<file path="config.mk">
export PLATFORM = sky130hd
export DESIGN_NAME = can_xcvr_ctrl
export DESIGN_NICKNAME = d
export VERILOG_FILES = /design/src/inc/can_xcvr_pkg.sv /design/src/design/txd_timeout.sv /design/src/design/mode_sequencer.sv /design/src/design/can_xcvr_ctrl.sv
export VERILOG_INCLUDE_DIRS = /design/src /design/src/inc
export SDC_FILE = /design/constraint.sdc
export NUM_CORES = 1
export LEC_CHECK = 0
export ABC_CLOCK_PERIOD_IN_PS = 6410
export BUFFER_PORTS_ARGS = -buffer_cell sky130_fd_sc_hd__clkbuf_2
export CORE_MARGIN = 8
export CORE_UTILIZATION = 36
export DETAILED_ROUTE_END_ITERATION = 8
export HOLD_SLACK_MARGIN = 0.12
export SYNTH_ARGS = -nofsm -noshare
export SYNTH_HDL_FRONTEND = slang
export SYNTH_SLANG_ARGS = --single-unit
</file>
<file path="constraint.sdc">
create_clock -name clk -period 6.41 [get_ports clk]
set_clock_uncertainty 0.15 [all_clocks]
set_input_delay 0.9615 -clock clk [delete_from_list [all_inputs] [get_ports clk]]
set_output_delay 0.9615 -clock clk [all_outputs]
set_load 0.1 [all_outputs]
</file>
<file path="src/inc/can_xcvr_map.svh">
// Offsets, field positions, reset values and timing counts of the transceiver
`ifndef CAN_XCVR_MAP_SVH
`define CAN_XCVR_MAP_SVH

// ---------------------------------------------------------------
// Register offsets (byte addresses)
// ---------------------------------------------------------------
`define REG_CTRL      12'h000
`define REG_STATUS    12'h004
`define REG_IRQ_STAT  12'h008
`define REG_IRQ_EN    12'h00c
`define REG_IRQ_CLR   12'h010

// ---------------------------------------------------------------
// Field positions
// ---------------------------------------------------------------
`define CTRL_USE_REG  0
`define CTRL_EN_N     1
`define CTRL_RO_N     2
`define CTRL_RST_VAL  32'h0000_0006
`define EV_TIMEOUT    0
`define EV_THERMAL    1
`define EV_MODE_DONE  2
`define EV_W          3

// ---------------------------------------------------------------
// Timing
// ---------------------------------------------------------------
`define CLK_PERIOD_NS 20
`define TXD_TO_MIN_NS 4500000
`define TXD_REL_NS    200
`define MODE_TIME_NS  20000
// Least times round up
`define TO_CYCLES  ((`TXD_TO_MIN_NS + `CLK_PERIOD_NS - 1) / `CLK_PERIOD_NS)
`define REL_CYCLES ((`TXD_REL_NS + `CLK_PERIOD_NS - 1) / `CLK_PERIOD_NS)
// Longest time rounds down
`define MODE_CYCLES (`MODE_TIME_NS / `CLK_PERIOD_NS)

`endif

</file>
<file path="src/inc/can_xcvr_pkg.sv">
// Types shared by the transceiver control files
`default_nettype none
package can_xcvr_pkg;
  typedef enum logic [1:0] {
    MODE_SAVE,
    MODE_RX_ONLY,
    MODE_NORMAL
  } xcvr_mode_t;
endpackage
`default_nettype wire

</file>
<file path="src/design/txd_timeout.sv">
// Dominant time-out watchdog on the transmit input
`default_nettype none
`include "can_xcvr_map.svh"
module txd_timeout
  import can_xcvr_pkg::*;
#(
  parameter int unsigned TO_CYC  = `TO_CYCLES,
  parameter int unsigned REL_CYC = `REL_CYCLES
) (
  // Clock and reset
  input  wire logic clk,
  input  wire logic arst_n,
  // Inputs
  input  wire logic txdIn,
  input  wire logic saveMode,
  // Status
  output logic      timedOut
);
  logic [17:0] domCnt_q;
  logic [7:0]  relCnt_q;
  logic        timedOut_q;

  assign timedOut = timedOut_q;

  // Count dominant time; saturates once the time-out latches
  always_ff @(posedge clk or negedge arst_n) begin
    if (!arst_n) begin
      domCnt_q <= '0;
    end else if (txdIn || saveMode) begin
      domCnt_q <= '0;
    end else if (!timedOut_q) begin
      domCnt_q <= domCnt_q + 18'h00001;
    end
  end

  // Count recessive time; any low restarts it, so a count means an edge
  always_ff @(posedge clk or negedge arst_n) begin
    if (!arst_n) begin
      relCnt_q  <= '0;
    end else begin
      if (!txdIn) begin
        relCnt_q <= '0;
      end else if (relCnt_q != 8'hff) begin
        relCnt_q <= relCnt_q + 8'h01;
      end
    end
  end

  // Latch; never earlier than the minimum, cleared only after release or in save mode
  always_ff @(posedge clk or negedge arst_n) begin
    if (!arst_n) begin
      timedOut_q <= 1'b0;
    end else if (saveMode) begin
      timedOut_q <= 1'b0;
    end else if (!timedOut_q && 32'(domCnt_q) >= TO_CYC - 1 && !txdIn) begin
      timedOut_q <= 1'b1;
    end else if (timedOut_q && txdIn && 32'(relCnt_q) + 1 >= REL_CYC) begin
      timedOut_q <= 1'b0;
    end
  end
endmodule
`default_nettype wire

</file>
<file path="src/design/mode_sequencer.sv">
// Mode decode and transition timer
`default_nettype none
`include "can_xcvr_map.svh"
module mode_sequencer
  import can_xcvr_pkg::*;
#(
  parameter int unsigned MODE_CYC = `MODE_CYCLES
) (
  // Clock and reset
  input  wire logic       clk,
  input  wire logic       arst_n,
  // Mode pins, active low
  input  wire logic       enNIn,
  input  wire logic       roNIn,
  // Result
  output xcvr_mode_t      mode,
  output logic            inTransit,
  output logic            transitDone
);
  xcvr_mode_t  mode_q;
  xcvr_mode_t  modeReq;
  logic [15:0] tCnt_q;

  // Pin decode: enable high means save regardless of the other pin
  always_comb begin
    if (enNIn) begin
      modeReq = MODE_SAVE;
    end else if (!roNIn) begin
      modeReq = MODE_RX_ONLY;
    end else begin
      modeReq = MODE_NORMAL;
    end
  end

  assign mode        = mode_q;
  assign inTransit   = (tCnt_q != 16'h0000);
  assign transitDone = (tCnt_q == 16'h0001);

  // Leaving save starts the timer; normal and rx-only swap freely
  always_ff @(posedge clk or negedge arst_n) begin
    if (!arst_n) begin
      mode_q <= MODE_SAVE;
      tCnt_q <= '0;
    end else begin
      mode_q <= modeReq;
      if (mode_q == MODE_SAVE && modeReq != MODE_SAVE) begin
        tCnt_q <= 16'(MODE_CYC);
      end else if (modeReq == MODE_SAVE) begin
        tCnt_q <= '0;
      end else if (tCnt_q != 16'h0000) begin
        tCnt_q <= tCnt_q - 16'h0001;
      end
    end
  end
endmodule
`default_nettype wire

</file>
<file path="src/design/can_xcvr_ctrl.sv">
// Transceiver mode, dominant time-out and thermal fallback control
`default_nettype none
`include "can_xcvr_map.svh"
module can_xcvr_ctrl
  import can_xcvr_pkg::*;
#(
  parameter int unsigned TO_CYC   = `TO_CYCLES,
  parameter int unsigned MODE_CYC = `MODE_CYCLES
) (
  // Clock and reset
  input  wire logic        clk,
  input  wire logic        arst_n,
  // Controller pins
  input  wire logic        txdIn,
  input  wire logic        enable_n_pin,
  input  wire logic        enable_n_pin_oe_n,
  input  wire logic        receive_only_select_n_pin,
  input  wire logic        receive_only_select_n_pin_oe_n,
  output logic             rxdOut,
  // Analogue front end
  input  wire logic        busDominant,
  input  wire logic        overTemp,
  output logic             txDriveDom,
  output logic             rxEnable,
  // APB slave
  input  wire logic        psel,
  input  wire logic        penable,
  input  wire logic        pwrite,
  input  wire logic [11:0] paddr,
  input  wire logic [31:0] pwdata,
  output logic [31:0]      prdata,
  output logic             pready,
  output logic             pslverr,
  // Interrupt
  output logic             irq
);
  // -------------------------------------------------------------
  // Pin conditioning
  // -------------------------------------------------------------
  logic [31:0] ctrl_q;
  logic        enNEff;
  logic        roNEff;
  logic        txdEff;

  // Undriven pins (oe_n high) act as pulled up
  always_comb begin
    enNEff = enable_n_pin | enable_n_pin_oe_n;
    roNEff = receive_only_select_n_pin | receive_only_select_n_pin_oe_n;
    if (ctrl_q[`CTRL_USE_REG]) begin
      enNEff = ctrl_q[`CTRL_EN_N];
      roNEff = ctrl_q[`CTRL_RO_N];
    end
  end

  // -------------------------------------------------------------
  // Submodules
  // -------------------------------------------------------------
  xcvr_mode_t mode;
  logic       inTransit;
  logic       transitDone;
  logic       timedOut;
  logic       thermal_q;

  mode_sequencer #(.MODE_CYC(MODE_CYC)) u_mode (
    .clk         (clk),
    .arst_n      (arst_n),
    .enNIn       (enNEff),
    .roNIn       (roNEff),
    .mode        (mode),
    .inTransit   (inTransit),
    .transitDone (transitDone)
  );

  // Transmit path is blocked during transition, input seen recessive
  assign txdEff = txdIn | inTransit;

  txd_timeout #(.TO_CYC(TO_CYC)) u_to (
    .clk      (clk),
    .arst_n   (arst_n),
    .txdIn    (txdEff),
    .saveMode (mode == MODE_SAVE),
    .timedOut (timedOut)
  );

  // -------------------------------------------------------------
  // Output stage
  // -------------------------------------------------------------
  always_ff @(posedge clk or negedge arst_n) begin
    if (!arst_n) begin
      thermal_q <= 1'b0;
    end else begin
      thermal_q <= overTemp;
    end
  end

  // Registered drive and receive outputs
  always_ff @(posedge clk or negedge arst_n) begin
    if (!arst_n) begin
      txDriveDom <= 1'b0;
      rxEnable   <= 1'b0;
      rxdOut     <= 1'b1;
    end else begin
      // all conditions; thermal falls back to receive only
      txDriveDom <= (mode == MODE_NORMAL) && !inTransit && !timedOut &&
                    !thermal_q && !txdIn;
      rxEnable   <= (mode != MODE_SAVE) && !inTransit;
      if (mode == MODE_SAVE || inTransit) begin
        rxdOut <= 1'b1;
      end else begin
        rxdOut <= !busDominant;
      end
    end
  end

  // -------------------------------------------------------------
  // Interrupt status
  // -------------------------------------------------------------
  logic [`EV_W-1:0] irqStat_q;
  logic [`EV_W-1:0] irqEn_q;
  logic [`EV_W-1:0] evt;
  logic             timedOutPrev_q;
  logic             thermalPrev_q;
  logic             wrStrobe;
  logic             clrHit;

  assign wrStrobe = psel && penable && pwrite;
  assign clrHit   = wrStrobe && paddr == `REG_IRQ_CLR;

  always_ff @(posedge clk or negedge arst_n) begin
    if (!arst_n) begin
      timedOutPrev_q <= 1'b0;
      thermalPrev_q  <= 1'b0;
    end else begin
      timedOutPrev_q <= timedOut;
      thermalPrev_q  <= thermal_q;
    end
  end

  always_comb begin
    evt = '0;
    evt[`EV_TIMEOUT]   = timedOut && !timedOutPrev_q;
    evt[`EV_THERMAL]   = thermal_q && !thermalPrev_q;
    evt[`EV_MODE_DONE] = transitDone;
  end

  // Set beats clear so a simultaneous event is never lost
  genvar gi;
  generate
    for (gi = 0; gi < `EV_W; gi++) begin : g_stat
      always_ff @(posedge clk or negedge arst_n) begin
        if (!arst_n) begin
          irqStat_q[gi] <= 1'b0;
        end else if (evt[gi]) begin
          irqStat_q[gi] <= 1'b1;
        end else if (clrHit && pwdata[gi]) begin
          irqStat_q[gi] <= 1'b0;
        end
      end
    end
  endgenerate

  assign irq = |(irqStat_q & irqEn_q);

  // -------------------------------------------------------------
  // APB register file
  // -------------------------------------------------------------
  assign pready = 1'b1;

  always_comb begin
    pslverr = 1'b0;
    if (psel && penable) begin
      if (paddr == `REG_CTRL || paddr == `REG_STATUS ||
          paddr == `REG_IRQ_STAT || paddr == `REG_IRQ_EN ||
          paddr == `REG_IRQ_CLR) begin
        pslverr = 1'b0;
      end else begin
        pslverr = 1'b1;
      end
    end
  end

  always_ff @(posedge clk or negedge arst_n) begin
    if (!arst_n) begin
      ctrl_q  <= `CTRL_RST_VAL;
      irqEn_q <= '0;
    end else if (wrStrobe) begin
      if (paddr == `REG_CTRL) begin
        ctrl_q <= {29'h0, pwdata[2:0]};
      end else if (paddr == `REG_IRQ_EN) begin
        irqEn_q <= pwdata[`EV_W-1:0];
      end
    end
  end

  // Read data registered in the setup cycle, valid in access
  always_ff @(posedge clk or negedge arst_n) begin
    if (!arst_n) begin
      prdata <= '0;
    end else if (psel && !penable && !pwrite) begin
      if (paddr == `REG_CTRL) begin
        prdata <= ctrl_q;
      end else if (paddr == `REG_STATUS) begin
        prdata <= {25'h0, rxdOut, txDriveDom, thermal_q, timedOut,
                   inTransit, mode};
      end else if (paddr == `REG_IRQ_STAT) begin
        prdata <= {29'h0, irqStat_q};
      end else if (paddr == `REG_IRQ_EN) begin
        prdata <= {29'h0, irqEn_q};
      end else begin
        prdata <= '0;
      end
    end
  end
endmodule
`default_nettype wire

</file>
==> metrics.txt <==
Max Buffers Root-to-Sink 2; total number of vias roughly 2600; status completed; fraction of layout cells with a size suffix above 1 approximately 20%; Die Area between 10000 and 15000 um2; Final WS setup 3219 ps; Yosys reg bits 67; CP Class primary input to output pin; Max VDD drop 0.1050 mV; die width 115.1 um; Num CTS Buffers 9; area delta synth->final 11.68%; GRT Util Overall 11.13%; internal power roughly 700 uW; CTS sink cnt 67; hold_buf cts 0; Synthesis Warnings 0; Fin Hold WS 320.4 ps; Leak 0.001795 uW; fin cells ~530; Comb pwr share 20.2%; power per standard cell area 262.8 nW/um2; Synth top area share 45.31%; overflow left after global routing 0; switching part of the total 32.67%; Clock transition at path regs 80 ps; TritonRoute pass-1 iters 4; RSZ-0062 raised after global routing no; Synth Instances 357; placed cell count 518; r2r startpoint u_mode.tCnt_q[0]; Max-cap violations 0; CTS root buf clkbuf_8; Clock Latency Late Sink 340 ps; most frequent cells in the layout dfrtp_1, nor2_1, clkbuf_2; Final Hold Fails 0; worst-margin pin slew 834.5 ps; Flop pwr share 45.9%; M1 GR Usage a little over an eighth; largest net degree at the start of global routing 68; Final min period 3191 ps; r2r setup slk 3800 ps; f_max approximately 310 MHz; CP max FO 2; asr flop ratio synth 100.0%; DRC errors left 0; Mapped Avg Cell Area 9.901 um2; Routed Antenna Nets 0; Ports 94; Final HPWL DP 5196 um; Reg2Reg Capture Point u_to.timedOut; Worst Setup SP paddr[7]; Post-Place Setup Slack 3210 ps; Req. time, crit path approximately 5300 ps; Max-slew headroom about 44%; setup bufs post-CTS 0; Final GP Congestion 0.8170; Worst Setup End Kind output pin; met2 Use GR about 18%; Final Max Tran Viols 0; Post-synth EDFFs 0; # setup viols final 0; Main synth FF type dfrtp_1; fin crit share 49.79%; CTS tree done; input/output buffers 38; number of global-route vias before repair about 2600; Die H ~120 um; Clock power frac 33.9%; Cell Rows 36; Yosys top cell by area dfrtp_1; Min-Delay Path Class flip-flop to flip-flop; Setup TNS 0 ps; crit path to pslverr; Critical Path Start Type primary input; Psw 338.9 uW; met3 usage 3.887%; most crowded layer after global routing met2; Area contributors post-synth dfrtp_1, buf_4, nor2_1; Synth cell types roughly 50; DR WL/cell approximately 13 um; Reg2Reg Depth 7; antenna violations before repair 0; global-route wire length before repair approximately 12000 um; initial core utilization 36.67%; Final #Nets 457; Worst Path Arrival 2080 ps; n_diodes 0; H-Tree Depth 3; Netlist Area Pre-Place approximately 3500 um2; most common cell after layout, fill and taps aside dfrtp_1; DRT Wirelength 7027 um; sequential cell area fraction in the yosys report 47.54%; core area 9639 um2; number of DRC markers in iteration 0 ~120; PostCTS Resize Cnt 0; Vias/cell 4.845
area by class of cell:
type | count | area, um2
clock inverters | 6 | 63.81
clock buffers | 10 | 137.6
inverters | 8 | 30.03
flip-flops and latches | 67 | 1680
fillers | 958 | 5692
repair buffers | 39 | 197.7
multi-input cells | 271 | 1672
well taps | 133 | 166.4
power by group through the flow:
stage	Clock (uW)	Sequential, uW	Combinational (uW)
2_1_floorplan	0	481	182
5_1_grt	385	480	233
6_report	352	476	210
3_5_place_dp	0	484	210
4_1_cts	363	476	212
3_3_place_gp	0	482	208
logic make-up (layout without fill, tap and decap cells):
family                   after synthesis  after routing  synth area share [%]
AO/OA/AOI/OAI                         48             48                 8.672
XOR/XNOR                              28             28                 6.938
adder cells (fa/ha/maj)                5              5                 1.770
buffers and inverters                 43             63                 7.717
flip-flops                            67             67                 47.54
multiplexers                          12             12                 4.318
other                                  2             26                0.2125
AND/OR/NAND/NOR                      152            152                 22.83
metrics by stage:
stage / utilization, % / power (uW) / cell area, um2
after global placement: 38.86 / 690.1 / 3746
after global routing: 40.95 / 1097 / 3948
after CTS: 40.95 / 1050 / 3948
after floorplan: - / 662.9 / 3625
final: 40.95 / 1037 / 3948
after detailed placement: 38.86 / 694.3 / 3746
critical path, cell delays in order:
cell      delay (ps)
clkbuf_2          80
nor4_1           350
and3_1           240
a21oi_1           70
clkbuf_2         370
cell usage after synthesis (all sizes together), types with 3 or more instances:
master	instances
nand3b	3
nand2	27
a21oi	16
mux2i	4
nor2b	5
nand2b	3
nand4	6
xnor2	12
o21ai	10
nor4	10
inv	8
a22o	6
clkbuf	5
mux2	6
and4b	3
xor2	16
nand3	16
buf	30
nor2	53
dfrtp	64
dfstp	3
nor3	11
a31oi	4
a211oi	4
and3	4
or4	3
ha	5
routing by layer:
layer | vias to the layer above | routed length, um
li1 | 1279 | -
met2 | 73 | 3264
met4 | 0 | 123
met5 | - | 0
met3 | 9 | 482
met1 | 1226 | 3156
registers in the layout, summed over array words and instances (netlist names):
name / flops
thermalPrev_q: 1
u_to.timedOut: 1
u_mode.mode: 2
u_mode.tCnt_q: 16
timedOutPrev_q: 1
rxdOut: 1
irqStat_q: 3
rxEnable: 1
txDriveDom: 1
irqEn_q: 3
thermal_q: 1
u_to.relCnt_q: 8
prdata: 7
ctrl_q: 3
u_to.domCnt_q: 18
worst min path at each step:
| stage | start | endpoint | cells after the start |
|---|---|---|---|
| floorplan | u_to.timedOut | timedOutPrev_q | 0 |
| global placement | thermal_q | thermalPrev_q | 0 |
| detailed placement | thermal_q | thermalPrev_q | 0 |
| CTS | thermal_q | thermalPrev_q | 0 |
| global route | thermal_q | thermalPrev_q | 0 |
| finish | thermal_q | thermalPrev_q | 0 |
Power figures use the tool's default switching activity.
